===== src/design/ast_pkg.sv =====
// package: register map, field positions, reset values and frame states of the transceiver
package ast_pkg;
  localparam int          ADDR_W      = 3;
  localparam logic [2:0]  ADDR_DATA   = 3'h0;
  localparam logic [2:0]  ADDR_STAT0  = 3'h1;
  localparam logic [2:0]  ADDR_CTL0   = 3'h2;
  localparam logic [2:0]  ADDR_CTL1   = 3'h3;
  localparam logic [2:0]  ADDR_STAT1  = 3'h4;
  localparam logic [2:0]  ADDR_DIV_HI = 3'h5;
  localparam logic [2:0]  ADDR_DIV_LO = 3'h6;
  localparam int          C0_TXEN     = 7;
  localparam int          C0_RXEN     = 6;
  localparam int          C0_FLOW     = 5;
  localparam int          C0_PAR      = 4;
  localparam int          C0_ODD      = 3;
  localparam int          C0_STOP2    = 2;
  localparam int          C1_NINTH    = 7;
  localparam int          C1_NINTH_TX = 0;
  localparam int          S0_AVAIL    = 7;
  localparam int          S0_EMPTY    = 6;
  localparam int          S0_PERR     = 5;
  localparam int          S0_OVR      = 4;
  localparam int          S0_FERR     = 3;
  localparam int          S0_BRK      = 2;
  localparam int          S0_TXIDLE   = 1;
  localparam int          S0_CTS      = 0;
  localparam logic [7:0]  CTL0_RST    = 8'h00;
  localparam logic [7:0]  CTL1_RST    = 8'h00;
  localparam logic [15:0] DIV_RST     = 16'h0001;
  localparam logic [3:0]  OS_LAST     = 4'hF;
  localparam logic [3:0]  OS_MID      = 4'h7;
  localparam logic [2:0]  DATA_LAST   = 3'h7;
  typedef enum logic [2:0] {
    FR_IDLE  = 3'b000,
    FR_START = 3'b001,
    FR_DATA  = 3'b011,
    FR_NINTH = 3'b010,
    FR_STOP  = 3'b110
  } ast_frame_t;
endpackage : ast_pkg


===== src/design/ast_baud.sv =====
// baud divider: one-cycle enable at sixteen times the bit rate
`timescale 1ns/1ps
`default_nettype none
module ast_baud
  import ast_pkg::*;
#(
  parameter int DIV_W = 16
)
(
  input  wire logic             ref_clk,
  input  wire logic             resetn,
  input  wire logic [DIV_W-1:0] divisor,
  output logic                  tick_r
);
  logic [DIV_W-1:0] cnt_r;

  // a zero divisor runs as one, the fastest rate
  always_ff @(posedge ref_clk)
  begin
    if (!resetn)
    begin
      cnt_r  <= '0;
      tick_r <= 1'b0;
    end
    else if (divisor == '0 || cnt_r >= divisor - 1'b1)
    begin
      cnt_r  <= '0;
      tick_r <= 1'b1;
    end
    else
    begin
      cnt_r  <= cnt_r + 1'b1;
      tick_r <= 1'b0;
    end
  end
endmodule : ast_baud
`default_nettype wire


===== src/design/ast_rx.sv =====
// receiver: start detection, centre sampling, error checks
`timescale 1ns/1ps
`default_nettype none
module ast_rx
  import ast_pkg::*;
(
  input  wire logic       ref_clk,
  input  wire logic       resetn,
  input  wire logic       enable,
  input  wire logic       tick,
  input  wire logic       rxd,
  input  wire logic       ninth_on,
  input  wire logic       par_check,
  input  wire logic       par_odd,
  input  wire logic       two_stop,
  output logic            done_r,
  output logic [7:0]      data_r,
  output logic            ninth_r,
  output logic            perr_r,
  output logic            ferr_r,
  output logic            brk_r
);
  ast_frame_t st_r;
  logic [3:0] os_r;
  logic [2:0] bit_r;
  logic [7:0] sh_r;
  logic       nb_r;
  logic       stop2_r;
  logic       rxd_prev_r;

  always_ff @(posedge ref_clk)
  begin
    if (!resetn)
      rxd_prev_r <= 1'b1;
    else
      rxd_prev_r <= rxd;
  end

  always_ff @(posedge ref_clk)
  begin
    if (!resetn)
    begin
      st_r    <= FR_IDLE;
      os_r    <= '0;
      bit_r   <= '0;
      sh_r    <= '0;
      nb_r    <= 1'b0;
      stop2_r <= 1'b0;
      done_r  <= 1'b0;
      data_r  <= '0;
      ninth_r <= 1'b0;
      perr_r  <= 1'b0;
      ferr_r  <= 1'b0;
      brk_r   <= 1'b0;
    end
    else
    begin
      done_r <= 1'b0;
      if (!enable)
        st_r <= FR_IDLE;
      else if (st_r == FR_IDLE)
      begin
        if (rxd_prev_r && !rxd)
        begin
          st_r <= FR_START;
          os_r <= '0;
        end
      end
      else if (tick)
      begin
        os_r <= os_r + 4'h1;
        unique case (st_r)
          FR_START:
            if (os_r == OS_MID)
            begin
              // a low that has gone by mid-bit was a glitch
              st_r    <= rxd ? FR_IDLE : FR_DATA;
              os_r    <= '0;
              bit_r   <= '0;
              stop2_r <= 1'b0;
            end
          FR_DATA:
            if (os_r == OS_LAST)
            begin
              sh_r  <= {rxd, sh_r[7:1]};
              bit_r <= bit_r + 3'h1;
              if (bit_r == DATA_LAST)
                st_r <= ninth_on ? FR_NINTH : FR_STOP;
            end
          FR_NINTH:
            if (os_r == OS_LAST)
            begin
              nb_r <= rxd;
              st_r <= FR_STOP;
            end
          FR_STOP:
            if (os_r == OS_LAST)
            begin
              if (two_stop && !stop2_r && rxd)
                stop2_r <= 1'b1;
              else
              begin
                st_r    <= FR_IDLE;
                done_r  <= 1'b1;
                data_r  <= sh_r;
                ninth_r <= nb_r;
                perr_r  <= par_check && ((^{sh_r, nb_r}) ^ par_odd);
                ferr_r  <= !rxd;
                brk_r   <= !rxd && sh_r == 8'h00 && !(ninth_on && nb_r);
              end
            end
          default:
            st_r <= FR_IDLE;
        endcase
      end
    end
  end
endmodule : ast_rx
`default_nettype wire


===== src/design/ast_top.sv =====
// serial transceiver top: register port, transmitter, receive status
// Operation
// eight data bits per character, least significant bit first, both ways.
// a low start bit opens each character; the line idles high.
// one or two high stop bits by configuration, same on receive.
// optional even or odd parity bit after data, generated and checked.
// transmit and receive run independently on shared rate and format.
// baud timing from a sixteen-bit divisor in high and low bytes.
// holding-empty flag is 1 when a byte can be written, else 0.
// a written byte moves to the shifter and goes out unaided.
// transmit request follows holding-empty, so it rises at once on enable.
// software clears the pending transmit request after writing the byte.
// byte-available flag is 1 while received data waits, else 0.
// transmit only while transmit enabled, receive only while receive enabled.
// parity settings act only with ninth-bit mode off.
// ninth-bit mode puts a control bit in the parity position.
// transmitted ninth bit is the control value taken with each byte.
// flow-control enable decides whether clear-to-send holds off transmission.
// framing, parity, overrun and break reported with separate requests; the code folds all four into the one receive request.
// clear-to-send sampled one clock before each new character starts.
// a character already started is always finished; the code abandons it when the transmit or receive enable is cleared.
// ninth bit follows data directly and precedes the stop bits.
// driver enable rises on data write and covers the whole frame.
// receive start found by falling edge, bits sampled at centre.
// break when all data bits and the stop bit are low.
//
// Added by the designer: the plain strobed port and the address map.
`timescale 1ns/1ps
`default_nettype none
module ast_top
  import ast_pkg::*;
(
  input  wire logic              ref_clk,
  input  wire logic              resetn,
  input  wire logic [ADDR_W-1:0] addr,
  input  wire logic [7:0]        wr_data,
  input  wire logic              wr_en,
  input  wire logic              rd_en,
  output logic [7:0]             rd_data_r,
  input  wire logic              rxd,
  input  wire logic              cts_n,
  output logic                   txd_r,
  output logic                   line_driver_enable_r,
  output logic                   tx_irq_r,
  output logic                   rx_irq_r
);
  logic [7:0]  ctl0_r;
  logic [7:0]  ctl1_r;
  logic [15:0] baud_divider;
  logic [7:0]  hold_r;
  logic        hold_full_r;
  logic        hold_ninth_r;
  logic        cts_n_r;
  logic        tick;
  ast_frame_t  tx_st_r;
  logic [3:0]  tx_os_r;
  logic [2:0]  tx_bit_r;
  logic [7:0]  tx_sh_r;
  logic        tx_ninth_r;
  logic        tx_has9_r;
  logic        tx_two_r;
  logic        tx_stop2_r;
  logic        rx_done;
  logic [7:0]  rx_data;
  logic        rx_ninth;
  logic        rx_perr;
  logic        rx_ferr;
  logic        rx_brk;
  logic [7:0]  rx_data_r;
  logic        rx_ninth_r;
  logic        avail_r;
  logic        perr_r;
  logic        ovr_r;
  logic        ferr_r;
  logic        brk_r;
  logic        de_nxt;

  wire logic transmit_enable_bit    = ctl0_r[C0_TXEN];
  wire logic receive_enable_bit     = ctl0_r[C0_RXEN];
  wire logic flow_control_enable    = ctl0_r[C0_FLOW];
  wire logic ninth_bit_mode_enable  = ctl1_r[C1_NINTH];
  // parity is ignored whenever ninth-bit mode is on
  wire logic parity_enable_bit      = ctl0_r[C0_PAR] && !ninth_bit_mode_enable;
  wire logic parity_odd_bit         = ctl0_r[C0_ODD];
  wire logic two_stop_bit           = ctl0_r[C0_STOP2];
  wire logic ninth_bit_transmit_value = ctl1_r[C1_NINTH_TX];
  wire logic tx_holding_empty_flag  = !hold_full_r;
  wire logic rx_byte_available_flag = avail_r;
  wire logic ninth_slot             = ninth_bit_mode_enable || parity_enable_bit;
  wire logic data_wr   = wr_en && addr == ADDR_DATA;
  wire logic data_rd   = rd_en && addr == ADDR_DATA;
  wire logic hold_take = data_wr && !hold_full_r;
  wire logic cts_block = flow_control_enable && cts_n_r;
  wire logic tx_go     = transmit_enable_bit && hold_full_r && !cts_block;

  ast_baud #(
    .DIV_W   (16)
  ) u_baud (
    .ref_clk (ref_clk),
    .resetn  (resetn),
    .divisor (baud_divider),
    .tick_r  (tick)
  );

  // separate instance keeps the receive path free of transmit state
  ast_rx u_rx (
    .ref_clk   (ref_clk),
    .resetn    (resetn),
    .enable    (receive_enable_bit),
    .tick      (tick),
    .rxd       (rxd),
    .ninth_on  (ninth_slot),
    .par_check (parity_enable_bit),
    .par_odd   (parity_odd_bit),
    .two_stop  (two_stop_bit),
    .done_r    (rx_done),
    .data_r    (rx_data),
    .ninth_r   (rx_ninth),
    .perr_r    (rx_perr),
    .ferr_r    (rx_ferr),
    .brk_r     (rx_brk)
  );

  always_ff @(posedge ref_clk)
  begin
    if (!resetn)
    begin
      ctl0_r       <= CTL0_RST;
      ctl1_r       <= CTL1_RST;
      baud_divider <= DIV_RST;
    end
    else if (wr_en)
    begin
      if (addr == ADDR_CTL0)
        ctl0_r <= wr_data;
      if (addr == ADDR_CTL1)
        ctl1_r <= wr_data;
      if (addr == ADDR_DIV_HI)
        baud_divider[15:8] <= wr_data;
      if (addr == ADDR_DIV_LO)
        baud_divider[7:0] <= wr_data;
    end
  end

  // a write while the holding register is full is dropped
  always_ff @(posedge ref_clk)
  begin
    if (!resetn)
    begin
      hold_r       <= '0;
      hold_full_r  <= 1'b0;
      hold_ninth_r <= 1'b0;
    end
    else if (hold_take)
    begin
      hold_r       <= wr_data;
      hold_full_r  <= 1'b1;
      hold_ninth_r <= ninth_bit_transmit_value;
    end
    else if (tx_st_r == FR_IDLE && tx_go)
      hold_full_r <= 1'b0;
  end

  // one flop gives the one-clock look-ahead the far side must respect
  always_ff @(posedge ref_clk)
  begin
    if (!resetn)
      cts_n_r <= 1'b1;
    else
      cts_n_r <= cts_n;
  end

  always_ff @(posedge ref_clk)
  begin
    if (!resetn)
    begin
      tx_st_r    <= FR_IDLE;
      tx_os_r    <= '0;
      tx_bit_r   <= '0;
      tx_sh_r    <= '0;
      tx_ninth_r <= 1'b0;
      tx_has9_r  <= 1'b0;
      tx_two_r   <= 1'b0;
      tx_stop2_r <= 1'b0;
      txd_r      <= 1'b1;
    end
    else if (!transmit_enable_bit)
    begin
      tx_st_r <= FR_IDLE;
      txd_r   <= 1'b1;
    end
    else
    begin
      if (tick && tx_st_r != FR_IDLE)
        tx_os_r <= tx_os_r + 4'h1;
      unique case (tx_st_r)
        FR_IDLE:
        begin
          txd_r <= 1'b1;
          if (tx_go)
          begin
            tx_st_r    <= FR_START;
            txd_r      <= 1'b0;
            tx_os_r    <= '0;
            tx_sh_r    <= hold_r;
            tx_has9_r  <= ninth_slot;
            tx_two_r   <= two_stop_bit;
            tx_stop2_r <= 1'b0;

            tx_ninth_r <= ninth_bit_mode_enable ? hold_ninth_r : (^hold_r) ^ parity_odd_bit;
          end
        end
        FR_START:
          if (tick && tx_os_r == OS_LAST)
          begin
            tx_st_r  <= FR_DATA;
            tx_bit_r <= '0;
            txd_r    <= tx_sh_r[0];
            tx_sh_r  <= {1'b0, tx_sh_r[7:1]};
          end
        FR_DATA:
          // clear-to-send is not looked at here, so a started character completes
          if (tick && tx_os_r == OS_LAST)
          begin
            tx_bit_r <= tx_bit_r + 3'h1;
            if (tx_bit_r == DATA_LAST)
            begin
              tx_st_r <= tx_has9_r ? FR_NINTH : FR_STOP;
              txd_r   <= tx_has9_r ? tx_ninth_r : 1'b1;
            end
            else
            begin
              txd_r   <= tx_sh_r[0];
              tx_sh_r <= {1'b0, tx_sh_r[7:1]};
            end
          end
        FR_NINTH:
          if (tick && tx_os_r == OS_LAST)
          begin
            tx_st_r <= FR_STOP;
            txd_r   <= 1'b1;
          end
        FR_STOP:
          if (tick && tx_os_r == OS_LAST)
          begin
            if (tx_two_r && !tx_stop2_r)
              tx_stop2_r <= 1'b1;
            else
              tx_st_r <= FR_IDLE;
          end
        default:
        begin
          tx_st_r <= FR_IDLE;
          txd_r   <= 1'b1;
        end
      endcase
    end
  end

  // driver stays on while a byte waits, so back-to-back frames share one envelope
  always_comb
  begin
    de_nxt = line_driver_enable_r;
    if (tx_st_r == FR_IDLE && !hold_full_r)
      de_nxt = 1'b0;
    if (hold_take)
      de_nxt = 1'b1;
  end

  always_ff @(posedge ref_clk)
  begin
    if (!resetn)
      line_driver_enable_r <= 1'b0;
    else
      line_driver_enable_r <= de_nxt;
  end

  // a byte landing in the cycle of a data read wins over the clear
  always_ff @(posedge ref_clk)
  begin
    if (!resetn)
    begin
      rx_data_r  <= '0;
      rx_ninth_r <= 1'b0;
      avail_r    <= 1'b0;
      perr_r     <= 1'b0;
      ovr_r      <= 1'b0;
      ferr_r     <= 1'b0;
      brk_r      <= 1'b0;
    end
    else if (rx_done)
    begin
      rx_data_r  <= rx_data;
      rx_ninth_r <= rx_ninth;
      avail_r    <= 1'b1;
      perr_r     <= rx_perr || (perr_r && !data_rd);
      ferr_r     <= rx_ferr || (ferr_r && !data_rd);
      brk_r      <= rx_brk || (brk_r && !data_rd);
      ovr_r      <= (avail_r && !data_rd) || (ovr_r && !data_rd);
    end
    else if (data_rd)
    begin
      avail_r <= 1'b0;
      perr_r  <= 1'b0;
      ovr_r   <= 1'b0;
      ferr_r  <= 1'b0;
      brk_r   <= 1'b0;
    end
  end

  // level requests: the outside controller latches and clears its own copy
  always_ff @(posedge ref_clk)
  begin
    if (!resetn)
    begin
      tx_irq_r <= 1'b0;
      rx_irq_r <= 1'b0;
    end
    else
    begin
      tx_irq_r <= transmit_enable_bit && tx_holding_empty_flag;
      rx_irq_r <= receive_enable_bit && (avail_r || perr_r || ovr_r || ferr_r || brk_r);
    end
  end

  always_ff @(posedge ref_clk)
  begin
    if (!resetn)
      rd_data_r <= '0;
    else if (rd_en)
    begin
      unique case (addr)
        ADDR_DATA:   rd_data_r <= rx_data_r;
        ADDR_STAT0:  rd_data_r <= {rx_byte_available_flag, tx_holding_empty_flag, perr_r, ovr_r,
                                   ferr_r, brk_r, tx_st_r == FR_IDLE, !cts_n_r};
        ADDR_CTL0:   rd_data_r <= ctl0_r;
        ADDR_CTL1:   rd_data_r <= ctl1_r;
        ADDR_STAT1:  rd_data_r <= {7'h00, rx_ninth_r};
        ADDR_DIV_HI: rd_data_r <= baud_divider[15:8];
        ADDR_DIV_LO: rd_data_r <= baud_divider[7:0];
        default:     rd_data_r <= 8'h00;
      endcase
    end
    else
      rd_data_r <= 8'h00;
  end
endmodule : ast_top
`default_nettype wire


===== config.mk =====
export PLATFORM = sky130hd
export DESIGN_NAME = ast_top
export DESIGN_NICKNAME = d
export VERILOG_FILES = /design/src/design/ast_pkg.sv /design/src/design/ast_baud.sv /design/src/design/ast_rx.sv /design/src/design/ast_top.sv
export SDC_FILE = /design/constraint.sdc
export NUM_CORES = 1
export LEC_CHECK = 0
export BUFFER_PORTS_ARGS = -buffer_cell sky130_fd_sc_hd__clkbuf_2
export CELL_PAD_IN_SITES_DETAIL_PLACEMENT = 0
export CELL_PAD_IN_SITES_GLOBAL_PLACEMENT = 1
export CORE_MARGIN = 2
export CORE_UTILIZATION = 51
export DETAILED_ROUTE_END_ITERATION = 10
export PLACE_DENSITY = 0.88
export SLEW_MARGIN = 30
export SYNTH_ARGS = -nofsm -noshare
export SYNTH_HDL_FRONTEND = slang
export SYNTH_SLANG_ARGS = --single-unit

===== constraint.sdc =====
create_clock -name ref_clk -period 5.3 [get_ports ref_clk]
set_clock_uncertainty 0.05 [all_clocks]
set_input_delay 0.53 -clock ref_clk [delete_from_list [all_inputs] [get_ports ref_clk]]
set_output_delay 0.53 -clock ref_clk [all_outputs]
set_load 0.01 [all_outputs]

# ---- Word-level counts from Yosys, hierarchy flattened
# Cells that the tools add are included.
dict set report classes {
  add_sub_neg 6
  order_cmp 1
  n_eq_ne 39
  n_mux 69
  bitwise_logic 10
  reduce_logical 84
}
# op count
set ops {}
lappend ops {{$mux 3} 22}
lappend ops {{$pmux 8 s7} 1}
lappend ops {{$mux 4} 8}
lappend ops {{$mux 8} 4}
lappend ops {{$logic_and 1x1->1} 26}
lappend ops {{$mux 1} 25}
lappend ops {{$pmux 8 s3} 1}
lappend ops {{$eq 3x3->1 const B} 7}
lappend ops {{$ne 2x2->1 const B} 10}
lappend ops {{$eq 3x2->1 const B} 6}
lappend ops {{$reduce_and 6->1} 3}
lappend ops {{$add 16x1->16 const B} 1}
lappend ops {{$ge 16x16->1} 1}
lappend ops {{$logic_not 16->1} 1}
lappend ops {{$reduce_bool 2->1} 8}
lappend ops {{$sub 16x1->16 const B} 1}
lappend ops {{$ne 3x1->1 const B} 5}
lappend ops {{$pmux 3 s5} 1}
lappend ops {{$reduce_and 5->1} 3}
lappend ops {{$reduce_and 2->1} 7}
lappend ops {{$reduce_and 7->1} 2}
lappend ops {{$pmux 3 s2} 2}
lappend ops {{$pmux 3 s4} 1}
lappend ops {{$logic_or 1x1->1} 10}
lappend ops {{other kinds (23)} 53}
dict set report word_totals {
  regBits 142
  inputBits 17
  out_inout_bits 12
  wordCells 252
}

# ---- Longest topological paths before layout
dict set report logic_depth {
  depth_word 9
  depth_mapped 13
  mapped_depth_nobuf 12
}

# ---- Hierarchy
# From an unflattened synthesis, not the netlist that was laid out.
dict set report hier_totals {
  cells_unflattened 782
  area_unflattened_um2 7016.7
}
# mod instances cells_each area_per_inst_um2
set modules_own_cells {}
lappend modules_own_cells {ast_top 1 453 3977.6}
lappend modules_own_cells {ast_rx 1 169 1704.1}
lappend modules_own_cells {ast_baud 1 160 1335.0}

# ---- Worst setup path before layout
# Ideal clock, no wire load.
dict set report synth_timing {
  kind {register -> register}
  from {reg baud_divider[2]}
  to {reg u_baud.cnt_r[10]}
  setup_time_ns 0.078
  arrival_ns 3.191
  path_slack_ns 1.981
  path_stages_with_launch 13
  n_path_buf 1
  synth_period_minus_slack_ns 3.319
  path_cell_list {dfxtp_1 > or3_4 > or4_4 > nor4_4 > nand2b_1 > xor2_1 > ha_1 > a21o_1 > a21o_1 > a2111oi_0 > o21ai_1 > buf_2 > nor3_1}
}
dict set report synth_between {
  elab_chain_cells 4
}
# item line
set synth_lines {}
lappend synth_lines {{start: declaration} ast_top.sv:49} ;# logic [15:0] baud_divider;
lappend synth_lines {{start signal: assignment} ast_top.sv:141} ;# baud_divider[7:0] <= wr_data;
lappend synth_lines {{$sub 16x1->16} ast_baud.sv:25} ;# else if (divisor == '0 || cnt_r >= divisor - 1'b1)
lappend synth_lines {{$ge 16x16->1} ast_baud.sv:25}
lappend synth_lines {{$logic_or 1x1->1 (*)} ast_baud.sv:25}
lappend synth_lines {{$reduce_or 2->1 (no line) (*)} n/a}
lappend synth_lines {{end signal: assignment} ast_baud.sv:32} ;# cnt_r <= cnt_r + 1'b1;
lappend synth_lines {{end: declaration} ast_baud.sv:15} ;# logic [DIV_W-1:0] cnt_r;
# Every way passes the cells marked *; elsewhere a longest branch is shown, timed or not.
# A chain may end at the register's enable or synchronous reset.

# ---- Worst setup path in the final report
dict set report layout_timing {
  from {reg baud_divider[2]}
  to {reg u_baud.cnt_r[13]}
}
# The elaborated chain is that of the path after synthesis.

==> results.txt <==
Outcome: completed
Yosys warnings: 0
Critical path class: reg2reg
RR Startpoint: baud_divider[2]$_SDFFE_PN0P_
Sw Share: 22.8%
H-tree depth: 4
Pleak: 2.89 nW
Wire length per cell after detailed routing: 16.8 µm
Initial Util: 52.0%
Clk root buf: clkbuf_16
Vias per cell: 5.65
Post-synth top area cell: dfxtp_1
Initial antenna violation count: 0
Final Setup Violations: 0
Min-Delay Path Depth: 2
Post-synth cell types: 66
Tmin final: 3.70 ns
Worst r2r path cells: 11
Max-cap check violation count: 0
Nets: 820
Antenna Cells: 0
Chip width: 120 µm
Clk_lat worst skew: 0.43 ns
RSZ-0062 raised after global routing: no
Tcrit/Tclk final: 69.7%
Synth top area share: 41.6%
Post-Syn Nets: 811
Crit Path Max Fanout: 17
Number of CTS-inserted buffers: 17
Endpoint type of the worst setup path: register
Async set-reset flop share out of synthesis: 0%
R2R setup slack: 1.60 ns
Highest clock rate: 271 MHz
Overall routed net length: 16200 µm
HPWL Detailed: 11300 µm
Critical path arrival: 3.99 ns
Terminus of the critical flop-to-flop path: u_baud.cnt_r[13]$_SDFF_PP0_
# IOs: 29
Hold Startpoint: cts_n
Logic pwr share: 5.8%
Gr ovfl total: 0
Die ar.: 14300 µm²
Clock share of power: 52.6%
Multi-input logic area: 3760 µm²
Die span in y: 120 µm
RePlAce Congestion: 0.872
Register area: 2840 µm²
Slew Limit Fails: 0
Hold EP: cts_n_r$_SDFF_PN1_
Mean Syn Cell Area: 8.87 µm²
Hold_buf cts: 0
DRT antenna net count: 0
Via Count: 5473
EDFF count, synth: 0
Yosys reg bits: 142
Synthesized cell area: 6830 µm²
Site Rows: 42
Switching pwr: 0.605 mW
Register share of total power: 41.6%
DRC Markers: 0
Most frequent cell after synthesis: dfxtp_1
Int Pwr: 2.05 mW
Core ar.: 13100 µm²
Worst VDD drop: 225 µV
Synth Flop Type: dfxtp_1
Worst hold path type: in2reg
Vias in the first global route: 5204
Register area share after synthesis: 41.6%
Synth area leaders: dfxtp_1 (42%), mux2i_1 (10%), nor2_1 (5.6%)
Post-CTS setup buffers: 0
Slew HR: 35.2%
Most frequent cells after synthesis: dfxtp_1 (142), nor2_1 (102), nand2_1 (83)
Overall Global Routing Usage: 23.5%
Worst setup SP type: register
Hold Vio Cnt, Final: 0
Min Hold Slack: 0.271 ns
CTS Buffer Depth: 2
Power density over the cells: 343 nW/µm²
Share of cells above drive strength 1: 11.0%
CTS tree: built
Measured slew at the worst slew-check pin: 0.971 ns
DR iter-0 viols: 374
Area Overhead vs Synth: 13.1%
Filler Cell Count: 1164
Req. time, crit path: 5.59 ns
CTS clk-pin slew, worst paths: 0.06 ns
DR pass1 iterations: 5
Largest net degree at the start of global routing: 56
First-pass GRT wire length: 26400 µm
Input/output buffers: 28
Sink Count: 142
Setup TNS: 0 ns
Synth Instances: 770
CTS resizes: 0
-- layout by cell type (no fill, tap or decap), types with 24 or more instances in the layout --
| cell | count |
|---|---|
| nor2_1 | 102 |
| mux2i_1 | 69 |
| nand2_1 | 83 |
| nor3_1 | 31 |
| xnor2_1 | 29 |
| clkbuf_2 | 28 |
| a21oi_1 | 49 |
| dfxtp_1 | 142 |
| nand3_1 | 33 |
| ha_1 | 24 |
-- how the worst max path moves through the flow --
stage | startpoint | endpoint | slack, ns
finish | baud_divider[2]$_SDFFE_PN0P_ | u_baud.cnt_r[13]$_SDFF_PP0_ | 1.60
global route | baud_divider[2]$_SDFFE_PN0P_ | u_baud.cnt_r[13]$_SDFF_PP0_ | 1.34
floorplan | baud_divider[2]$_SDFFE_PN0P_ | u_baud.cnt_r[10]$_SDFF_PP0_ | 1.98
CTS | baud_divider[2]$_SDFFE_PN0P_ | u_baud.cnt_r[13]$_SDFF_PP0_ | 1.59
global placement | baud_divider[2]$_SDFFE_PN0P_ | u_baud.cnt_r[11]$_SDFF_PP0_ | 1.56
detailed placement | baud_divider[2]$_SDFFE_PN0P_ | u_baud.cnt_r[10]$_SDFF_PP0_ | 1.58
-- worst max-delay path: stages, from the launching register on --
cell and delay [ns]:
dfxtp_1 0.37, or3_4 0.42, or4_4 0.44, nor4_4 0.25
nand2b_1 0.11, xor2_1 0.16, ha_1 0.31, a21o_1 0.19
a21o_1 0.17, a2111oi_0 0.51, o21ai_2 0.34, nor3_1 0.29
-- flip-flops by register name, indices dropped and copies added (netlist names), 3 cells and up --
signal        flops
tx_os_r           4
ctl1_r            8
tx_sh_r           8
rx_data_r         8
tx_bit_r          3
ctl0_r            8
hold_r            8
u_rx.os_r         4
tx_st_r           3
baud_divider     16
u_rx.data_r       8
u_rx.sh_r         8
u_rx.st_r         3
u_rx.bit_r        3
u_baud.cnt_r     16
rd_data_r         8
-- per-layer routing --
metal / vias up / GRT usage [%] / wire length [µm]
li1: 2724 / - / -
met2: 102 / 39.8 / 7970
met3: 33 / 4.94 / 587
met1: 2614 / 28.9 / 7300
met5: - / 0 / 0
met4: 0 / 9.85 / 367
-- through the flow --
stage | setup WS (ns) | util, % | cells | area [µm²] | power, mW
CTS | 1.59 | 58.8 | 968 | 7730 | 2.67
global route | 1.34 | 58.8 | 968 | 7730 | 2.73
finish | 1.60 | 58.8 | 968 | 7730 | 2.65
floorplan | 1.98 | - | 770 | 6830 | 1.23
detailed placement | 1.58 | 53.6 | 936 | 7040 | 1.28
global placement | 1.56 | 53.5 | 936 | 7030 | 1.27
-- layout make-up --
type | instances | area share, %
Clock buffer | 20 | 5.91
Inverter | 17 | 0.826
Timing Repair Buffer | 29 | 1.91
Multi-Input combinational cell | 572 | 48.7
Clock inverter | 12 | 2.98
Tap cell | 176 | 2.85
Sequential cell | 142 | 36.8
-- power by group through the flow --
stage	clock network, mW	registers [mW]	logic, mW
after floorplan	0	1.12	0.115
after global placement	0	1.13	0.147
after detailed placement	0	1.13	0.152
after CTS	1.41	1.10	0.153
after global routing	1.45	1.11	0.171
final	1.40	1.10	0.154
-- cell families after synthesis --
logic type / after synthesis / share of synthesized area, %
simple gates: 312 / 21.7
flops: 142 / 41.6
compound gates: 109 / 10.2
mux: 81 / 12.6
buf+inv: 56 / 3.44
xor+xnor: 46 / 6.10
fa+ha+maj: 24 / 4.39
Note: power is estimated with default switching activity, not from simulation.
